File: src/pin_function_select_pkg.sv
package pin_function_select_pkg;

    // ----------------------------------------------------------------
    // Register map and field layout
    // ----------------------------------------------------------------

    // Number of selector registers and width of each.
    localparam int NUM_GROUPS = 5;
    localparam int REG_WIDTH = 32;
    // Width of one selector field and the number of fields in a register.
    localparam int SEL_WIDTH = 4;
    localparam int FIELDS_PER_GROUP = 8;
    // Byte lanes of one register word.
    localparam int NUM_LANES = 4;
    // Smallest address width that reaches every selector register.
    localparam int MIN_ADR_WIDTH = 5;

    // Byte addresses of the selector registers.
    localparam logic [4:0] OFS_GROUP0 = 5'h00;
    localparam logic [4:0] OFS_GROUP1 = 5'h04;
    localparam logic [4:0] OFS_GROUP2 = 5'h08;
    localparam logic [4:0] OFS_GROUP3 = 5'h0c;
    localparam logic [4:0] OFS_GROUP4 = 5'h10;

    // Reset value of every selector register.
    localparam logic [31:0] GROUP_RESET = 32'h0000_0000;

    // ----------------------------------------------------------------
    // Selector codes
    // ----------------------------------------------------------------

    // Value that leaves an ordinary pad undriven.
    localparam logic [3:0] SEL_TRISTATE = 4'h0;
    // Memory controller function on single and dual pads, gated clock on the clock pad.
    localparam logic [3:0] SEL_MEMORY = 4'h1;
    // Divided or system clock source on the memory clock pad.
    localparam logic [3:0] SEL_CLOCK_ALT = 4'h2;
    // General-purpose IO function on dual pads.
    localparam logic [3:0] SEL_GPIO = 4'h8;
    // Debug pad: both these values pick the debug return clock.
    localparam logic [3:0] SEL_DEBUG_A = 4'h0;
    localparam logic [3:0] SEL_DEBUG_B = 4'h8;
    // Debug pad: this value picks the general-purpose IO bit.
    localparam logic [3:0] SEL_DEBUG_GPIO = 4'h1;

    // ----------------------------------------------------------------
    // Pad classes and pad table
    // ----------------------------------------------------------------

    // Kind of pad, which fixes the codes its selector understands.
    localparam logic [1:0] KIND_SINGLE = 2'h0;
    localparam logic [1:0] KIND_DUAL = 2'h1;
    localparam logic [1:0] KIND_CLOCK = 2'h2;
    localparam logic [1:0] KIND_DEBUG = 2'h3;

    // Number of pads that have a selector field.
    localparam int NUM_PADS = 22;

    // Kind of each pad, pad 0 first.
    localparam logic [1:0] PAD_KIND [NUM_PADS] = '{
        KIND_SINGLE, KIND_SINGLE, KIND_SINGLE, KIND_SINGLE, KIND_CLOCK, KIND_SINGLE,
        KIND_DEBUG,
        KIND_DUAL, KIND_DUAL, KIND_DUAL, KIND_DUAL, KIND_DUAL, KIND_DUAL, KIND_DUAL,
        KIND_DUAL,
        KIND_DUAL, KIND_DUAL, KIND_DUAL, KIND_DUAL, KIND_DUAL, KIND_DUAL, KIND_DUAL};

    // Selector register that steers each pad.
    localparam int PAD_GROUP [NUM_PADS] = '{
        0, 0, 0, 0, 0, 0, 0,
        1, 1, 1, 1, 1, 1, 1, 1,
        2, 2, 2, 2, 2, 2, 2};

    // Field index (bits 4*n+3 down to 4*n) that steers each pad.
    localparam int PAD_FIELD [NUM_PADS] = '{
        7, 6, 5, 4, 3, 2, 0,
        7, 6, 5, 4, 3, 2, 1, 0,
        6, 5, 4, 3, 2, 1, 0};

endpackage

File: src/pin_function_select.sv
// Notes on behaviour
// - Each pad has a 4-bit selector field.
// - Selector steers only output data and enable.
// - Pad input always reaches all sharing peripherals.
// - No checking of selector against peripherals.
// - Value zero leaves ordinary pads undriven.
// - Single memory pads: 1h selects memory signal.
// - Dual pads: 1h memory, 8h general IO.
// - Clock pad: 1h gated, 2h divided clock.
// - Debug pad: 0/8h debug clock, 1h IO.
// - Fields without a pad only tri-state.
// - Group 1 maps address, bank to bank7.
// - Group 2 maps address 12..6 with IO.
// - All fields read/write, reset to zero.
//
// The address map and register access over Wishbone were decided locally.
`timescale 1ns/10ps
`default_nettype none

module pin_function_select #(
    // Width of the Wishbone byte address.
    parameter int ADR_WIDTH = pin_function_select_pkg::MIN_ADR_WIDTH
) (
    // Register clock, 20 MHz.
    input wire logic ref_clk,
    // Synchronous reset, active high.
    input wire logic rst,
    // Wishbone slave port.
    input wire logic wb_cyc_i,
    input wire logic wb_stb_i,
    input wire logic wb_we_i,
    input wire logic [ADR_WIDTH-1:0] wb_adr_i,
    input wire logic [pin_function_select_pkg::NUM_LANES-1:0] wb_sel_i,
    input wire logic [pin_function_select_pkg::REG_WIDTH-1:0] wb_dat_i,
    output logic [pin_function_select_pkg::REG_WIDTH-1:0] wb_dat_o,
    output logic wb_ack_o,
    // Memory controller strobes and their enables.
    input wire logic mem_write_strobe_out,
    input wire logic mem_write_strobe_oe,
    input wire logic mem_row_strobe_out,
    input wire logic mem_row_strobe_oe,
    input wire logic mem_column_strobe_out,
    input wire logic mem_column_strobe_oe,
    input wire logic mem_chip_select_out,
    input wire logic mem_chip_select_oe,
    input wire logic mem_clock_enable_out,
    input wire logic mem_clock_enable_oe,
    // Memory clock gated by the power/sleep controller.
    input wire logic mem_clock_out_gated,
    // Memory clock from the divide-by-4.5 or system clock 5 source.
    input wire logic mem_clock_out_alt,
    // Memory address lines and bank address.
    input wire logic [12:0] mem_address_line_out,
    input wire logic [12:0] mem_address_line_oe,
    input wire logic [1:0] mem_bank_address_out,
    input wire logic [1:0] mem_bank_address_oe,
    // General-purpose IO banks 7 and 3.
    input wire logic [14:0] gpio_bank7_out,
    input wire logic [14:0] gpio_bank7_oe,
    input wire logic gpio_bank3_bit13_out,
    input wire logic gpio_bank3_bit13_oe,
    // Debug return clock.
    input wire logic debug_return_clock_out,
    input wire logic debug_return_clock_oe,
    // Pad buffers: level seen on each pad, data and enable driven to it.
    input wire logic [pin_function_select_pkg::NUM_PADS-1:0] pad_in,
    output logic [pin_function_select_pkg::NUM_PADS-1:0] pad_out,
    output logic [pin_function_select_pkg::NUM_PADS-1:0] pad_oe,
    // Pad levels fanned out to every peripheral that shares each pad.
    output logic [pin_function_select_pkg::NUM_PADS-1:0] pad_in_shared
);
    import pin_function_select_pkg::*;

    // ----------------------------------------------------------------
    // Parameter check
    // ----------------------------------------------------------------

    // The decoder needs every register offset to fit the address.
    generate
        if (ADR_WIDTH < MIN_ADR_WIDTH) begin : g_bad_adr
            $error("ADR_WIDTH too small for the selector registers");
        end
    endgenerate

    // ----------------------------------------------------------------
    // Declarations
    // ----------------------------------------------------------------

    // Selector registers, one word per group.
    logic [REG_WIDTH-1:0] group_q [NUM_GROUPS];
    // Bus request seen this cycle.
    logic bus_req;
    // Decoded register index and a hit flag.
    logic [2:0] reg_idx;
    logic reg_hit;
    // Per-pad source a and source b data and enables.
    logic [NUM_PADS-1:0] src_a_data;
    logic [NUM_PADS-1:0] src_a_oe;
    logic [NUM_PADS-1:0] src_b_data;
    logic [NUM_PADS-1:0] src_b_oe;

    assign bus_req = wb_cyc_i && wb_stb_i;

    // ----------------------------------------------------------------
    // Address decode
    // ----------------------------------------------------------------

    // Map the byte address onto a register; anything else is unmapped.
    always_comb begin
        reg_hit = 1'b1;
        reg_idx = 3'h0;
        if ((wb_adr_i >> MIN_ADR_WIDTH) != '0) begin
            reg_hit = 1'b0;
        end else if (wb_adr_i[4:0] == OFS_GROUP0) begin
            reg_idx = 3'h0;
        end else if (wb_adr_i[4:0] == OFS_GROUP1) begin
            reg_idx = 3'h1;
        end else if (wb_adr_i[4:0] == OFS_GROUP2) begin
            reg_idx = 3'h2;
        end else if (wb_adr_i[4:0] == OFS_GROUP3) begin
            reg_idx = 3'h3;
        end else if (wb_adr_i[4:0] == OFS_GROUP4) begin
            reg_idx = 3'h4;
        end else begin
            reg_hit = 1'b0;
        end
    end

    // ----------------------------------------------------------------
    // Wishbone handshake
    // ----------------------------------------------------------------

    // Acknowledge one cycle after the request, and drop it the cycle after.
    always_ff @(posedge ref_clk) begin
        if (rst) begin
            wb_ack_o <= 1'b0;
        end else begin
            wb_ack_o <= bus_req && !wb_ack_o;
        end
    end

    // Read data is captured with the acknowledge; unmapped reads return zero.
    always_ff @(posedge ref_clk) begin
        if (rst) begin
            wb_dat_o <= '0;
        end else if (bus_req && !wb_ack_o && reg_hit) begin
            wb_dat_o <= group_q[reg_idx];
        end else begin
            wb_dat_o <= '0;
        end
    end

    // ----------------------------------------------------------------
    // Selector registers
    // ----------------------------------------------------------------

    // Writes land on the acknowledge edge, per byte lane; any value is stored
    // as is, since the block never checks a setting against its users.
    always_ff @(posedge ref_clk) begin
        if (rst) begin
            for (int g = 0; g < NUM_GROUPS; g++) begin
                group_q[g] <= GROUP_RESET;
            end
        end else if (bus_req && wb_ack_o && wb_we_i && reg_hit) begin
            for (int b = 0; b < NUM_LANES; b++) begin
                if (wb_sel_i[b]) begin
                    group_q[reg_idx][b*8 +: 8] <= wb_dat_i[b*8 +: 8];
                end
            end
        end
    end

    // ----------------------------------------------------------------
    // Source routing
    // ----------------------------------------------------------------

    // Source a of each pad, pad 21 in the top bit. Group 1 carries address
    // 5 down to 0 then bank bits 0 and 1; group 2 carries address 12 down to 6.
    always_comb begin
        src_a_data = {mem_address_line_out[6], mem_address_line_out[7],
                      mem_address_line_out[8], mem_address_line_out[9],
                      mem_address_line_out[10], mem_address_line_out[11],
                      mem_address_line_out[12],
                      mem_bank_address_out[1], mem_bank_address_out[0],
                      mem_address_line_out[0], mem_address_line_out[1],
                      mem_address_line_out[2], mem_address_line_out[3],
                      mem_address_line_out[4], mem_address_line_out[5],
                      debug_return_clock_out, mem_clock_enable_out,
                      mem_clock_out_gated, mem_chip_select_out,
                      mem_column_strobe_out, mem_row_strobe_out,
                      mem_write_strobe_out};
        src_a_oe = {mem_address_line_oe[6], mem_address_line_oe[7],
                    mem_address_line_oe[8], mem_address_line_oe[9],
                    mem_address_line_oe[10], mem_address_line_oe[11],
                    mem_address_line_oe[12],
                    mem_bank_address_oe[1], mem_bank_address_oe[0],
                    mem_address_line_oe[0], mem_address_line_oe[1],
                    mem_address_line_oe[2], mem_address_line_oe[3],
                    mem_address_line_oe[4], mem_address_line_oe[5],
                    debug_return_clock_oe, mem_clock_enable_oe,
                    1'b1, mem_chip_select_oe,
                    mem_column_strobe_oe, mem_row_strobe_oe,
                    mem_write_strobe_oe};
    end

    // Source b of each pad: IO bits on dual pads, the alternate memory clock,
    // and IO bank 7 bit 14 on the debug pad; single pads have none.
    always_comb begin
        src_b_data = {gpio_bank7_out[8], gpio_bank7_out[9], gpio_bank7_out[10],
                      gpio_bank7_out[11], gpio_bank7_out[12], gpio_bank7_out[13],
                      gpio_bank3_bit13_out,
                      gpio_bank7_out[0], gpio_bank7_out[1], gpio_bank7_out[2],
                      gpio_bank7_out[3], gpio_bank7_out[4], gpio_bank7_out[5],
                      gpio_bank7_out[6], gpio_bank7_out[7],
                      gpio_bank7_out[14], 1'b0, mem_clock_out_alt, 4'h0};
        src_b_oe = {gpio_bank7_oe[8], gpio_bank7_oe[9], gpio_bank7_oe[10],
                    gpio_bank7_oe[11], gpio_bank7_oe[12], gpio_bank7_oe[13],
                    gpio_bank3_bit13_oe,
                    gpio_bank7_oe[0], gpio_bank7_oe[1], gpio_bank7_oe[2],
                    gpio_bank7_oe[3], gpio_bank7_oe[4], gpio_bank7_oe[5],
                    gpio_bank7_oe[6], gpio_bank7_oe[7],
                    gpio_bank7_oe[14], 1'b0, 1'b1, 4'h0};
    end

    // ----------------------------------------------------------------
    // Pad multiplexers
    // ----------------------------------------------------------------

    // One mux per pad; groups 3 and 4 and the spare fields feed none, so
    // they can only ever leave nothing driven.
    generate
        for (genvar p = 0; p < NUM_PADS; p++) begin : g_pad
            pad_mux_cell #(
                .KIND(PAD_KIND[p])
            ) u_cell (
                .ref_clk(ref_clk),
                .rst(rst),
                .sel(group_q[PAD_GROUP[p]][PAD_FIELD[p]*SEL_WIDTH +: SEL_WIDTH]),
                .a_data(src_a_data[p]),
                .a_oe(src_a_oe[p]),
                .b_data(src_b_data[p]),
                .b_oe(src_b_oe[p]),
                .pad_out(pad_out[p]),
                .pad_oe(pad_oe[p])
            );
        end
    endgenerate

    // ----------------------------------------------------------------
    // Input fan-out
    // ----------------------------------------------------------------

    // Pad levels pass to every sharer whatever the selectors hold.
    always_ff @(posedge ref_clk) begin
        if (rst) begin
            pad_in_shared <= '0;
        end else begin
            pad_in_shared <= pad_in;
        end
    end

    // ----------------------------------------------------------------
    // Assertions
    // ----------------------------------------------------------------

    // Pads 0, 4, 6, 7, 14, 15 sit at group 0 f7, f3, f0; group 1 f7, f0; group 2 f6.
    property p_input_fanout;
        @(posedge ref_clk) disable iff (rst)
        !$rose(rst) |=> pad_in_shared == $past(pad_in);
    endproperty
    a_input_fanout: assert property (p_input_fanout)
        else $error("pad input not passed to sharers");

    property p_write_stored;
        @(posedge ref_clk) disable iff (rst)
        bus_req && wb_ack_o && wb_we_i && wb_sel_i == 4'hf && wb_adr_i == OFS_GROUP1
            |=> group_q[1] == $past(wb_dat_i);
    endproperty
    a_write_stored: assert property (p_write_stored)
        else $error("selector write not stored");

    property p_zero_tristate;
        @(posedge ref_clk) disable iff (rst)
        group_q[1][31:28] == SEL_TRISTATE |=> !pad_oe[7];
    endproperty
    a_zero_tristate: assert property (p_zero_tristate)
        else $error("zero selector left pad driven");

    property p_single_mem;
        @(posedge ref_clk) disable iff (rst)
        group_q[0][31:28] == SEL_MEMORY
            |=> pad_out[0] == $past(mem_write_strobe_out)
                && pad_oe[0] == $past(mem_write_strobe_oe);
    endproperty
    a_single_mem: assert property (p_single_mem)
        else $error("write strobe not routed");

    property p_reserved_off;
        @(posedge ref_clk) disable iff (rst)
        group_q[0][31:28] > SEL_MEMORY ##1 group_q[0][31:28] > SEL_MEMORY |-> !pad_oe[0];
    endproperty
    a_reserved_off: assert property (p_reserved_off)
        else $error("reserved selector drove pad");

    property p_dual_gpio;
        @(posedge ref_clk) disable iff (rst)
        group_q[1][31:28] == SEL_GPIO
            |=> pad_out[7] == $past(gpio_bank7_out[7]) && pad_oe[7] == $past(gpio_bank7_oe[7]);
    endproperty
    a_dual_gpio: assert property (p_dual_gpio)
        else $error("dual pad IO not routed");

    property p_bank_map;
        @(posedge ref_clk) disable iff (rst)
        group_q[1][3:0] == SEL_MEMORY |=> pad_out[14] == $past(mem_bank_address_out[1]);
    endproperty
    a_bank_map: assert property (p_bank_map)
        else $error("bank address 1 misrouted");

    property p_alt_clock;
        @(posedge ref_clk) disable iff (rst)
        group_q[0][15:12] == SEL_CLOCK_ALT
            |=> pad_out[4] == $past(mem_clock_out_alt) && pad_oe[4];
    endproperty
    a_alt_clock: assert property (p_alt_clock)
        else $error("alternate memory clock not routed");

    property p_debug_default;
        @(posedge ref_clk) disable iff (rst)
        group_q[0][3:0] == SEL_DEBUG_A || group_q[0][3:0] == SEL_DEBUG_B
            |=> pad_out[6] == $past(debug_return_clock_out);
    endproperty
    a_debug_default: assert property (p_debug_default)
        else $error("debug return clock not routed");

    property p_group2_gpio3;
        @(posedge ref_clk) disable iff (rst)
        group_q[2][27:24] == SEL_GPIO |=> pad_out[15] == $past(gpio_bank3_bit13_out);
    endproperty
    a_group2_gpio3: assert property (p_group2_gpio3)
        else $error("bank 3 bit 13 not routed");

    property p_ack_single;
        @(posedge ref_clk) disable iff (rst)
        wb_ack_o |=> !wb_ack_o;
    endproperty
    a_ack_single: assert property (p_ack_single)
        else $error("acknowledge held too long");

endmodule // pin_function_select

`default_nettype wire

File: src/pad_mux_cell.sv
`timescale 1ns/10ps
`default_nettype none

// One pad's output mux: picks source a, source b or nothing from its selector.
module pad_mux_cell #(
    parameter logic [1:0] KIND = 2'h0
) (
    input wire logic ref_clk,
    input wire logic rst,
    input wire logic [3:0] sel,
    input wire logic a_data,
    input wire logic a_oe,
    input wire logic b_data,
    input wire logic b_oe,
    output logic pad_out,
    output logic pad_oe
);
    import pin_function_select_pkg::*;

    // ----------------------------------------------------------------
    // Code decode
    // ----------------------------------------------------------------

    // High when the selector names source a or source b.
    logic pick_a;
    logic pick_b;

    // Map the selector onto a source; every unlisted code picks neither.
    always_comb begin
        pick_a = 1'b0;
        pick_b = 1'b0;
        case (KIND)
            KIND_SINGLE: begin
                pick_a = (sel == SEL_MEMORY);
            end
            KIND_DUAL: begin
                pick_a = (sel == SEL_MEMORY);
                pick_b = (sel == SEL_GPIO);
            end
            KIND_CLOCK: begin
                pick_a = (sel == SEL_MEMORY);
                pick_b = (sel == SEL_CLOCK_ALT);
            end
            default: begin
                pick_a = (sel == SEL_DEBUG_A) || (sel == SEL_DEBUG_B);
                pick_b = (sel == SEL_DEBUG_GPIO);
            end
        endcase
    end

    // ----------------------------------------------------------------
    // Registered pad drive
    // ----------------------------------------------------------------

    // Only the chosen source reaches the buffer; reserved codes, and zero except on the debug pad, leave it undriven.
    always_ff @(posedge ref_clk) begin
        if (rst) begin
            pad_out <= 1'b0;
            pad_oe <= 1'b0;
        end else if (pick_a) begin
            pad_out <= a_data;
            pad_oe <= a_oe;
        end else if (pick_b) begin
            pad_out <= b_data;
            pad_oe <= b_oe;
        end else begin
            pad_out <= 1'b0;
            pad_oe <= 1'b0;
        end
    end

endmodule // pad_mux_cell

`default_nettype wire

File: config.mk
export PLATFORM = sky130hd
export DESIGN_NAME = pin_function_select
export DESIGN_NICKNAME = d
export VERILOG_FILES = /design/src/pin_function_select_pkg.sv /design/src/pin_function_select.sv /design/src/pad_mux_cell.sv
export SDC_FILE = /design/constraint.sdc
export NUM_CORES = 1
export LEC_CHECK = 0
export ABC_CLOCK_PERIOD_IN_PS = 1970
export BUFFER_PORTS_ARGS = -buffer_cell sky130_fd_sc_hd__buf_2
export CORE_MARGIN = 3
export CORE_UTILIZATION = 45
export CTS_CLUSTER_SIZE = 10
export DETAILED_ROUTE_END_ITERATION = 7
export GPL_TIMING_DRIVEN = 0
export PLACE_DENSITY_LB_ADDON = 0.05
export SLEW_MARGIN = 15
export SYNTH_ARGS = -nofsm -noshare
export SYNTH_HDL_FRONTEND = slang
export SYNTH_SLANG_ARGS = --single-unit
File: constraint.sdc
create_clock -name ref_clk -period 1.97 [get_ports ref_clk]
set_input_delay 0.0985 -clock ref_clk [delete_from_list [all_inputs] [get_ports ref_clk]]
set_output_delay 0.0985 -clock ref_clk [all_outputs]
set_load 0.005 [all_outputs]
# After elaboration in Yosys (flattened, before gate mapping)
# Memory sizes are Yosys's and may differ from the RTL's. A register that Yosys moved wholly into a read port is not among the register bits.
# Index checks and enable logic that the tools add are counted.
# totals
ff_bits	67
ramBits	160
inputBits	144
output_inout_bits	99
word_cells	212
memories	1
# classes
eq_ne	43
mux	99
n_bitwise	6
n_reduce_logical	17
# memory_table
memory	words	width	rd	rd_clocked_by_memory_dff	wr	line_no	text
group_q	5	32	4	1	5	pin_function_select.sv:90	logic [REG_WIDTH-1:0] group_q [NUM_GROUPS];
# op_table
cell	n
$mux 1	91
$eq 4x1->1 const B	22
$eq 4x4->1 const B	16
$mux 32	1
$reduce_or 32->1	1
$mux 3	6
$reduce_or 2->1	6
$eq 5x4->1 const B	2
$logic_and 1x1->1	6
$not 1->1	6
$eq 5x3->1 const B	1
$eq 5x5->1 const B	1
$logic_not 5->1	1
$eq 4x2->1 const B	1
$logic_not 4->1	1
$mux 4	1
$logic_not 1->1	1
$logic_or 1x1->1	1

# Logic depth before layout (Yosys ltp)
# logic_depth
ltp_word	12
ltp_mapped	6
depth_no_buf	3

# Cells and area by module
# Synthesis repeated with hierarchy kept, for this count alone.
# hier_totals
hier_cells	927
hier_area_um2	11111.9
# modules_own_cells
mod	instances	cells_each	area_per_inst_um2
pin_function_select	1	739	9077.5
pad_mux_cell (g_pad[10].u_cell ...)	16	9	98.8
pad_mux_cell (g_pad[0].u_cell ...)	5	7	71.3
pad_mux_cell (g_pad[6].u_cell)	1	9	96.3

# Worst setup path before layout
# Ideal clock, no wire load.
# synth_timing
path_type	register to register
start	reg wb_ack_o
end	mem group_q[4][16], enable pin
setup_time_ps	375
arrival_time_ps	1603
required_time_ps	1595
slack_ps	-8
stages_incl_launch_ff	6
path_buffers	2
synth_period_minus_slack_ps	1978
path_cell_list	dfxtp_1 > and2_1 > clkbuf_1 > nand4_2 > clkbuf_1 > o21bai_1
# synth_rtl
item	line_no	text
from (decl)	pin_function_select.sv:36	output logic wb_ack_o,
from (signal assigned)	pin_function_select.sv:138	wb_ack_o <= bus_req && !wb_ack_o;
to (decl)	pin_function_select.sv:90	

==> summary.md <==
| Metric | Value |
|---|---|
| Status | finished clean |
| Layout Area Growth over Synthesis | 34.1% |
| Count of cell types in the netlist | 36 |
| Highest-count cells in the layout ignoring fill and taps | 257 x buf_2, 160 x nor3_1, 160 x edfxtp_1 |
| Slew headroom | between 30% and 40% |
| HP Class | in -> reg |
| Combinational power share | 8.5% |
| RSZ-0062 raised after global routing | true |
| Largest net degree at the start of global routing | 15 |
| Die area | 26300 um^2 |
| Worst slack, placed | -0.756 ns |
| # rows | 56 |
| Drt initial violations | between 900 and 1000 |
| Port bufs | 240 |
| Sw power | ~2.7 mW |
| GRT Overall Usage | about a quarter |
| CTS HTree Levels | 1 |
| Die extent in x | between 150 and 200 um |
| R2r startpoint | wb_ack_o$_SDFF_PP0_ |
| Max Cap Viol | 0 |
| VDD IR max | roughly 560 uV |
| Max clock buf depth | 3 |
| Fin area | between 10000 and 15000 um^2 |
| CP bufs+invs | 1 |
| Crit path cell chain | and2_2 -> nand4_2 -> clkbuf_1 -> nor3_1 |
| First-pass GRT wire length | 52200 um |
| Post-Syn Instances | slightly above 900 |
| Seq pwr share | 49.7% |
| Hold path startpoint | wb_dat_i[26] |
| DRC | 0 |
| CTS tree | built |
| Via Count | 9140 |
| Req. time, crit path | around 2.2 ns |
| Final nets | about 1400 |
| Die Y | ~160 um |
| Final worst slack | 0.0866 ns |
| Fin Setup TNS | 0 ns |
| Crit Path Category | reg -> reg |
| Final Hold Fails | 0 |
| # IOs | roughly 240 |
| Syn Std Cell Area | 11000 um^2 |
| WL/cell | approximately 22 um |
| Post-route ant nets | 0 |
| Cells after DPL | ~1500 |
| Final setup fails | 0 |
| Placed Area | between 10000 and 15000 um^2 |
| P_int | a little over 9 mW |
| Slew @ Worst Pin | between 1 and 1.5 ns |
| Vias in the first global route | approximately 9000 |
| Drt pass-1 iters | 6 |
| TritonCTS buffer count | 30 |
| Cell Count, Final, Fillers Out | 1642 |
| Hold Crit Depth | 3 |
| Commonest non-fill, non-tap cell in the layout | buf_2 |
| Setup crit start | wb_ack_o$_SDFF_PP0_ |
| Synth Warn # | 0 |
| Synth Register Bits | 259 |
| Reg2Reg Depth | 4 |
| Worst Path Max Fanout | 10 |
| WP data arrival | about 2.1 ns |
| Core box area | 23800 um^2 |
| Power Total | roughly 12 mW |
| Overflow after GRT | 0 |
| LEAKAGE | 5.66 nW |
| Seq/Total Area, Yosys | 61.7% |
| Top Family by Delay on Critical Path | buffers and inverters |
| Pwr dens | 814 nW/um^2 |
| Core Util, Final | between 60% and 70% |
| Worst hold endpoint | group_q[4][26]$_SDFFCE_PN0P_ |
| R2R setup slack | between 0.08 and 0.09 ns |
| R2r endpoint | group_q[2][22]$_SDFFCE_PN0P_ |
| Setup Skew | roughly 0.01 ns |
| Vias per cell | 5.57 |
| Initial antenna violation count | 2 |
| Routability cong. | ~0.9 |
| Root buf cell | clkbuf_16 |
| Startpoint Class | register |
| Worst-path clk slew | 0.06 ns |
| CP max stage cell | clkbuf_1 |
| Worst Setup End Kind | register |
| Post-synth net total | roughly 1100 |
| Worst-Skew Late Latency | ~0.55 ns |
| Clock power frac | a little over two fifths |
| Minimum clock period after layout | between 1.5 and 2 ns |
| Syn avg cell area | 11.9 um^2 |
| CP max stage delay | about 0.68 ns |
| Fin crit share | a little over nine tenths |
| Initial Utilization | a little under half |
| Switch share | 22.7% |
| Routed WL | roughly 36000 um |
| Fraction of layout cells with a size suffix above 1 | a little under a third |
| F_max | approximately 530 MHz |
| DPL Wire Length | 24400 um |
| Sink Count | 259 |
| Slew Limit Fails | 0 |
| Worst hold slack | approximately 0.027 ns |
synthesized netlist by cell type (all sizes together):
cell	n	area [um^2]
a2111oi	1	8.76
a21oi	2	10.0
a22oi	30	225
a31oi	32	200
a32oi	32	280
and2	11	68.8
and3b	1	8.76
and4bb	1	12.5
buf	78	514
clkbuf	40	150
dfxtp	99	1980
edfxtp	160	4800
inv	32	120
mux2	32	360
nand2b	5	31.3
nand3	41	230
nand3b	6	45.0
nand4	3	37.5
nor2	1	6.26
nor2b	57	357
nor3	162	821
nor4	38	238
nor4b	1	23.8
o21a	1	7.51
o21ai	1	8.76
o21bai	20	161
o311ai	1	26.3
o31ai	32	240
or2	1	6.26
xnor2	1	8.76
routing by layer:
metal / vias to the layer above / part of all wire, % / GRT usage, %
li1: 4245 / - / -
met3: 89 / 8.3 / 5.02
met2: 443 / 48 / 43.8
met1: 4361 / 40 / 33.8
met5: - / 0.26 / 2.84
met4: 2 / 3.9 / 9.07
worst max-delay path by stage:
stage | endpoint | slack [ns] | cells past startpoint
after global routing | group_q[2][20]$_SDFFCE_PN0P_ | -0.009 | 4
after global placement | group_q[4][21]$_SDFFCE_PN0P_ | -0.74 | 5
after detailed placement | group_q[4][21]$_SDFFCE_PN0P_ | -0.76 | 5
after CTS | group_q[3][15]$_SDFFCE_PN0P_ | 0.04 | 4
after floorplan | group_q[4][16]$_SDFFCE_PN0P_ | -0.008 | 5
final | group_q[2][22]$_SDFFCE_PN0P_ | 0.09 | 4
registers in the layout, indices dropped and copies added, names as in the netlist:
register              count
g_pad.u_cell.pad_oe      22
g_pad.u_cell.pad_out     22
group_q                 160
pad_in_shared            22
wb_ack_o                  1
wb_dat_o                 32
logic make-up (layout without fill, tap and decap cells):
| family | Yosys count | in the layout | synth area share (%) |
|---|---|---|---|
| muxes | 32 | 32 | 3.28 |
| and+or+nand+nor | 328 | 328 | 17.2 |
| other | 0 | 2 | 0 |
| DFF | 259 | 259 | 61.7 |
| AOI/OAI and AO/OA | 152 | 152 | 10.6 |
| buffers and inverters | 150 | 549 | 7.14 |
| xor gates and xnor gates | 1 | 1 | 0.0797 |
power by group through the flow:
stage                     sequential [mW]  clock, mW  combinational [mW]
after floorplan                      6.06          0               0.421
after global placement               6.08          0               0.800
after detailed placement             6.08          0               0.805
after CTS                            5.97       5.06               0.994
after global routing                 5.98       5.27                1.09
final                                5.97       5.02                1.02
worst register-to-register path, stage by stage (launching register included):
cell      delay, ns
dfxtp_1        0.31
and2_2         0.25
nand4_2        0.25
clkbuf_1       0.68
nor3_1         0.11
what timing repair did:
item | CTS | global route
pin swaps | 2 | 2
setup endpoints to repair | 183 | 67
setup buffers | 3 | 1
hold buffers | 100 | 0
endpoints found under the hold margin | 66 | 0
gates resized for setup | 41 | 6
layout make-up:
class	count	area [um^2]
Tap cell	319	399
Fill cell	1980	9010
Clock inverter	1	6.26
Inverter	32	120
Timing Repair Buffer	344	2260
Sequential cell	259	6790
Clock buffer	55	866
Multi-Input combinational cell	513	3630
Buffer	117	677
Antenna cell	2	5.00
Power figures use the tool's default switching activity.
